[src/sysunlock_pkg.sv]
package sysunlock_pkg;
  localparam logic [31:0] KEY_FIRST = 32'haa996655;
  localparam logic [31:0] KEY_SECOND = 32'h556699aa;
  localparam logic [31:0] UNLOCKED_READ_VALUE = 32'h0000_0001;
  // Identity code: arbitrary value, not tied to any real part
  localparam logic [31:0] DEVICE_ID_DEFAULT = 32'h1234_5a5a;
  localparam int BOUNDARY_WIDTH = 8;
  localparam int BOUNDARY_STEP_BYTES = 1024;
  localparam int BOUNDARY_SHIFT = 10;
  localparam logic [7:0] BOUNDARY_RESET = 8'h00;
  localparam int ADDR_WIDTH = 8;
  localparam logic [7:0] KEY_OFFSET = 8'h00;
  localparam logic [7:0] CONFIG_OFFSET = 8'h04;
  localparam logic [7:0] IDENTITY_OFFSET = 8'h08;
  localparam logic [7:0] PROT_OFFSET = 8'h0c;
  localparam logic [31:0] PROT_RESET = 32'h0000_0000;
  typedef enum logic [1:0] {
    LK_LOCKED = 2'b00,
    LK_HALF = 2'b01,
    LK_OPEN = 2'b11
  } lock_state_e;
endpackage

[src/system_register_unlock.sv]
`timescale 1ns/100ps
`default_nettype none
module system_register_unlock
  import sysunlock_pkg::*;
#(
  parameter logic [31:0] DEVICE_ID = DEVICE_ID_DEFAULT
)
(
  input wire logic core_clk,
  input wire logic rst,
  input wire logic wr_en,
  input wire logic rd_en,
  input wire logic [ADDR_WIDTH-1:0] addr,
  input wire logic [31:0] wr_data,
  output logic [31:0] rd_data,
  output logic unlocked,
  output logic [BOUNDARY_WIDTH-1:0] ram_exec_boundary,
  output logic [31:0] exec_base_offset,
  output logic [31:0] protected_value
);
  localparam logic [31:0] RDATA_IDLE = 32'h0000_0000;

  // Local state: boundary field, protected sample and read data; the lock state is in u_seq
  typedef struct packed {
    logic [BOUNDARY_WIDTH-1:0] boundary;
    logic [31:0] prot;
    logic [31:0] rdata;
  } regs_s;

  // Shared decode of one offset on the register address
  function automatic logic addr_is(
    input logic [ADDR_WIDTH-1:0] a,
    input logic [ADDR_WIDTH-1:0] offset
  );
    return (a == offset);
  endfunction

  // Boundary field widened to a data word
  function automatic logic [31:0] boundary_word(
    input logic [BOUNDARY_WIDTH-1:0] b
  );
    logic [31:0] w;
    w = RDATA_IDLE;
    w[BOUNDARY_WIDTH-1:0] = b;
    return w;
  endfunction

  // Byte offset of the boundary, one step per count
  function automatic logic [31:0] boundary_bytes(
    input logic [BOUNDARY_WIDTH-1:0] b
  );
    logic [31:0] w;
    w = boundary_word(b);
    w = w << BOUNDARY_SHIFT;
    return w;
  endfunction

  // Key register readback
  function automatic logic [31:0] key_word(
    input logic open
  );
    logic [31:0] w;
    w = RDATA_IDLE;
    if (open) begin
      w = UNLOCKED_READ_VALUE;
    end
    return w;
  endfunction

  // Read mux; unmapped offsets read zero
  function automatic logic [31:0] read_word(
    input logic [ADDR_WIDTH-1:0] a,
    input logic open,
    input logic [BOUNDARY_WIDTH-1:0] b,
    input logic [31:0] p
  );
    logic [31:0] w;
    w = RDATA_IDLE;
    unique case (a)
      KEY_OFFSET: begin
        w = key_word(open);
      end
      CONFIG_OFFSET: begin
        w = boundary_word(b);
      end
      IDENTITY_OFFSET: begin
        w = DEVICE_ID;
      end
      PROT_OFFSET: begin
        w = p;
      end
      default: begin
        w = RDATA_IDLE;
      end
    endcase
    return w;
  endfunction

  // Next boundary: only a gated write moves it
  function automatic logic [BOUNDARY_WIDTH-1:0] next_boundary(
    input logic [BOUNDARY_WIDTH-1:0] cur,
    input logic wr_ok,
    input logic [31:0] d
  );
    logic [BOUNDARY_WIDTH-1:0] n;
    n = cur;
    if (wr_ok) begin
      n = d[BOUNDARY_WIDTH-1:0];
    end
    return n;
  endfunction

  // Next protected word: only a gated write changes it
  function automatic logic [31:0] next_prot(
    input logic [31:0] cur,
    input logic wr_ok,
    input logic [31:0] d
  );
    logic [31:0] n;
    n = cur;
    if (wr_ok) begin
      n = d;
    end
    return n;
  endfunction

  // Read data stands one cycle, zero otherwise
  function automatic logic [31:0] next_rdata(
    input logic rd,
    input logic [31:0] word
  );
    logic [31:0] n;
    n = RDATA_IDLE;
    if (rd) begin
      n = word;
    end
    return n;
  endfunction

  regs_s regs_r;
  regs_s regs_nxt;
  logic key_hit;
  logic cfg_hit;
  logic prot_hit;
  logic cfg_wr_ok;
  logic prot_wr_ok;
  logic [31:0] rd_word;

  // Offset decode
  assign key_hit = addr_is(addr, KEY_OFFSET);
  assign cfg_hit = addr_is(addr, CONFIG_OFFSET);
  assign prot_hit = addr_is(addr, PROT_OFFSET);

  assign cfg_wr_ok = wr_en && unlocked && cfg_hit;
  assign prot_wr_ok = wr_en && unlocked && prot_hit;
  // Identity offset has no write path: it is read-only

  // Read and write may share a cycle; the read returns the old contents
  assign rd_word = read_word(
    addr,
    unlocked,
    regs_r.boundary,
    regs_r.prot
  );

  // Sequencer sees every write, so foreign writes abort a half unlock
  key_sequencer u_seq (
    .core_clk(core_clk),
    .rst(rst),
    .wr_en(wr_en),
    .key_hit(key_hit),
    .wr_data(wr_data),
    .unlocked(unlocked)
  );

  always_comb begin
    regs_nxt = regs_r;
    regs_nxt.boundary = next_boundary(regs_r.boundary, cfg_wr_ok, wr_data);
    regs_nxt.prot = next_prot(regs_r.prot, prot_wr_ok, wr_data);
    regs_nxt.rdata = next_rdata(rd_en, rd_word);
  end

  always_ff @(posedge core_clk) begin
    if (rst) begin
      regs_r <= '{
        boundary: BOUNDARY_RESET,
        prot: PROT_RESET,
        rdata: RDATA_IDLE
      };
    end else begin
      regs_r <= regs_nxt;
    end
  end

  assign rd_data = regs_r.rdata;
  assign ram_exec_boundary = regs_r.boundary;
  assign exec_base_offset = boundary_bytes(regs_r.boundary);
  assign protected_value = regs_r.prot;
endmodule
`default_nettype wire

[src/key_sequencer.sv]
`timescale 1ns/100ps
`default_nettype none
module key_sequencer
  import sysunlock_pkg::*;
(
  input wire logic core_clk,
  input wire logic rst,
  input wire logic wr_en,
  input wire logic key_hit,
  input wire logic [31:0] wr_data,
  output logic unlocked
);
  typedef struct packed {
    lock_state_e st;
  } seq_s;

  seq_s state_r;
  seq_s state_nxt;

  always_comb begin
    state_nxt = state_r;
    if (wr_en && key_hit) begin
      unique case (state_r.st)
        LK_LOCKED: begin
          state_nxt.st = (wr_data == KEY_FIRST) ? LK_HALF : LK_LOCKED;
        end
        LK_HALF: begin
          if (wr_data == KEY_SECOND) begin
            state_nxt.st = LK_OPEN;
          end else if (wr_data == KEY_FIRST) begin
            state_nxt.st = LK_HALF;
          end else begin
            state_nxt.st = LK_LOCKED;
          end
        end
        LK_OPEN: begin
          if (wr_data != KEY_FIRST && wr_data != KEY_SECOND) begin
            state_nxt.st = LK_LOCKED;
          end
        end
        default: state_nxt.st = LK_LOCKED;
      endcase
    end else if (wr_en && state_r.st == LK_HALF) begin
      state_nxt.st = LK_LOCKED;
    end
  end

  always_ff @(posedge core_clk) begin
    if (rst) begin
      state_r <= '{st: LK_LOCKED};
    end else begin
      state_r <= state_nxt;
    end
  end

  assign unlocked = (state_r.st == LK_OPEN);
endmodule
`default_nettype wire

[config.mk]
export PLATFORM = sky130hd
export DESIGN_NAME = system_register_unlock
export DESIGN_NICKNAME = d
export VERILOG_FILES = /design/src/sysunlock_pkg.sv /design/src/system_register_unlock.sv /design/src/key_sequencer.sv
export SDC_FILE = /design/constraint.sdc
export NUM_CORES = 1
export LEC_CHECK = 0
export CORE_UTILIZATION = 35
export CTS_CLUSTER_DIAMETER = 40
export DETAILED_ROUTE_END_ITERATION = 7
export DONT_BUFFER_PORTS = 1
export PLACE_DENSITY = 0.52
export SLEW_MARGIN = 20
export SYNTH_ARGS = -nofsm -noshare
export SYNTH_HDL_FRONTEND = slang
export SYNTH_HIERARCHICAL = 1
export SYNTH_SLANG_ARGS = --single-unit
export TNS_END_PERCENT = 50
[constraint.sdc]
create_clock -name core_clk -period 4.3 [get_ports core_clk]
set_clock_uncertainty 0.05 [all_clocks]
set_input_delay 0.43 -clock core_clk [delete_from_list [all_inputs] [get_ports core_clk]]
set_output_delay 0.43 -clock core_clk [all_outputs]
set_load 0.05 [all_outputs]
==> impl_results.md <==
* Status: finished clean
* Io pins at roughly 150
* Worst EP arrival at between 2 and 3 ns
* Via count at between 2000 and 3000
* Max FO, Critical Path at 32
* Worst path slowest cell: and4_2
* CP Class: reg2reg
* Width of the die at a little over 100 µm
* Share of layout cells above drive strength 1 at 0.129
* Fillcell total at 1005
* Post-CTS setup repair buffer count at 0
* Final #Nets at around 370
* WP buf/inv at 0
* TritonCTS Buffers at 9
* Number of global-route vias before repair at ~2600
* Post-synth EDFFs at 0
* Total grt overflow at 0
* Worst-path cell chain: and2_1 -> and4_2 -> nand4_1 -> a21oi_1
* DRT Wirelength at around 10 mm
* Post-synth cell types at 43
* CP top delay family: simple AND/OR/NAND/NOR gates
* Top sig layer: met4
* CP Capture Type: flip-flop
* Crit start category: flip-flop
* PwrDens at roughly 370 nW/µm²
* Fmax at ~440 MHz
* RD Place Congestion at between 0.8 and 0.9
* Max Cap Violations at 0
* Fin area at 3490 µm²
* Max transition margin at 0.286
* VDD IR-drop max at roughly 130 µV
* CTS tree: yes
* Slowest stage delay, CP at approximately 0.78 ns
* Tot GR Track Use at 0.192
* Final hold viol count at 0
* DR iter-0 viols at a little under 200
* Detailed placement HPWL at between 6 and 7 mm
* Crit path time final at around 2.3 ns
* Buffers on Ports at 0
* Clock power share at 0.407
* CTS resizes at 0
* Clock Sinks at 74
* WL per Instance at between 20 and 25 µm
* Min-delay worst type: in2reg
* Core Rows at 36
* Die ar. at 10400 µm²
* Yosys warns at 6
* Initial DRT Pass Iterations at 5
* Pin count of the biggest net entering global routing at between 40 and 50
* Initial antenna violation count at 0
* Die H at roughly 100 µm
* Met2 Wirelength at approximately 4.7 mm
* Initial Utilization at 0.358
* Setup TNS Final at 0 ns
* CP Capture Point: protected_value[5]
* Slew @ Worst Pin at about 1.1 ns
* Final Max Slew Viols at 0
* Internal power at 0.960 mW
* Reg power frac at 0.528
* DRT met1 WL at between 4 and 5 mm
* Final core utilization at 0.359
* Clock Path Buffers at 2
* Stages on worst setup path at 4
* CTS Hold Bufs at 0
* Mapped Area at ~3500 µm²
* Crit path from: u_seq/state_r[0]
* Async SR Flop Fraction at 0
* Period utilisation layout at 0.528
* Worst Min Path Start: rst
* Comb pwr share at 0.065
* Flop-to-flop setup slack at 2.03 ns
* Diode count at 0
* Main synth FF type: dfxtp_1
* Post-Syn Instances at 360
* DP Area at roughly 3300 µm²
* Syn-to-layout area delta at 0.287%
* DRC at 0
* Antenna-violating nets left at 0
* Worst-skew pair later-pin latency at between 0.3 and 0.4 ns
* Yosys reg bits at 74
* Core region area at approximately 9700 µm²
* Clock slew at reported path FFs at approximately 0.08 ns
* Reg2reg end: protected_value[5]
* Critical Path RT at between 4 and 5 ns
* First-pass GRT wire length at 14.8 mm
* Static Leak at roughly 1.1 nW
* Switch Pwr at 0.337 mW
* Metal3 WL at 885 µm
* Post-Syn Area per Cell at about 9.7 µm²
* Clk root buf: clkbuf_8
* Unrepaired setup endpoints after global routing: false
* PnR worst setup slack at ~2 ns
* Routed vias/inst at roughly 5.7
* Final Setup Violations at 0
* Switching portion of total power at 0.260
* Reg2reg path depth at 4
* H-tree Lvls at 3
* Post-synthesis sequential area ratio at 0.425
* Placement Setup Slack at about 1.7 ns
* Reg-to-Reg Start: u_seq/state_r[0]
-- flip-flops by register name, indices dropped and copies added (netlist names) --
signal             count
protected_value       32
ram_exec_boundary      8
rd_data               32
u_seq/state_r          2
-- placed cells by master (no fill, tap or decap), types with 2 or more instances in the layout --
cell type / instances
and3_1: 16
o31ai_1: 24
nor2b_1: 3
o21ai_0: 5
dfxtp_1: 74
and4_1: 2
conb_1: 24
buf_4: 3
clkinv_2: 2
o31ai_2: 16
nand3_1: 2
mux2i_1: 3
and4bb_1: 3
o21a_1: 9
nand4_1: 44
nand2_1: 6
nor4bb_1: 10
clkbuf_8: 9
and4b_1: 2
inv_1: 3
a22oi_1: 2
a21oi_1: 44
nor2_1: 5
-- synth_stat cells (all sizes together), types with 2 or more instances --
library cell | number | area, µm²
a21oi | 44 | 220
inv | 3 | 11.3
and4b | 2 | 20.0
nand2 | 6 | 22.5
nand4 | 44 | 275
a211oi | 2 | 20.0
and4 | 4 | 37.5
nor2b | 3 | 18.8
dfxtp | 74 | 1480
nor4bb | 10 | 100
mux2i | 3 | 30.0
buf | 48 | 365
nor2 | 6 | 22.5
o21ai | 5 | 25.0
o21a | 9 | 67.6
and3 | 16 | 100
or4 | 2 | 18.8
and4bb | 4 | 50.1
o31ai | 40 | 380
a22oi | 2 | 15.0
nand3 | 2 | 10.0
clkbuf | 19 | 82.6
-- cell type report --
type / instances / area (µm²) / area share
inverters: 3 / 11.3 / 0.00322
well taps: 133 / 166 / 0.0476
clock inverters: 5 / 56.3 / 0.0161
repair buffers: 3 / 22.5 / 0.00644
flip-flops and latches: 74 / 1480 / 0.424
multi-input cells: 238 / 1630 / 0.466
clock buffers: 10 / 128 / 0.0365
-- worst register-to-register path, delay by kind of cell, from the launching register on --
kind | cells | cell delay (ns)
AOI/OAI and AO/OA | 1 | 0.19
DFF | 1 | 0.36
and+or+nand+nor | 3 | 1.60
-- through the flow --
| step | instances | hold WS, ns | total power, mW |
|---|---|---|---|
| floorplan | 383 | 0.445 | 0.807 |
| global placement | 451 | 0.455 | 0.785 |
| detailed placement | 451 | 0.455 | 0.785 |
| CTS | 466 | 0.0675 | 1.31 |
| global route | 466 | 0.0670 | 1.34 |
| finish | 466 | 0.0901 | 1.30 |
-- cell families after synthesis --
logic type / share of synthesized area
flops: 0.425
simple gates: 0.212
other cells: 0.00108
buf+inv: 0.135
mux: 0.0118
compound gates: 0.215
-- layer usage --
| layer | global-route usage | vias up |
|---|---|---|
| met5 | 0 | - |
| met4 | 0.0836 | 0 |
| met3 | 0.0766 | 14 |
| met2 | 0.297 | 129 |
| met1 | 0.236 | 1271 |
| li1 | - | 1248 |
-- power by group through the flow --
stage	Sequential, mW	Combinational, mW	Clock [mW]
4_1_cts	0.685	0.0838	0.537
5_1_grt	0.685	0.0883	0.566
3_5_place_dp	0.701	0.0837	0
2_1_floorplan	0.701	0.106	0
6_report	0.685	0.0843	0.527
3_3_place_gp	0.701	0.0832	0
-- worst min-delay path by stage --
stage,end,slack [ns],depth (start not counted)
after floorplan,u_seq/state_r[0],0.44,1
after global placement,u_seq/state_r[0],0.45,1
after detailed placement,u_seq/state_r[0],0.45,1
after CTS,u_seq/state_r[0],0.07,1
after global routing,u_seq/state_r[0],0.07,1
final,protected_value[12],0.09,1
Note: power is estimated with default switching activity, not from simulation.
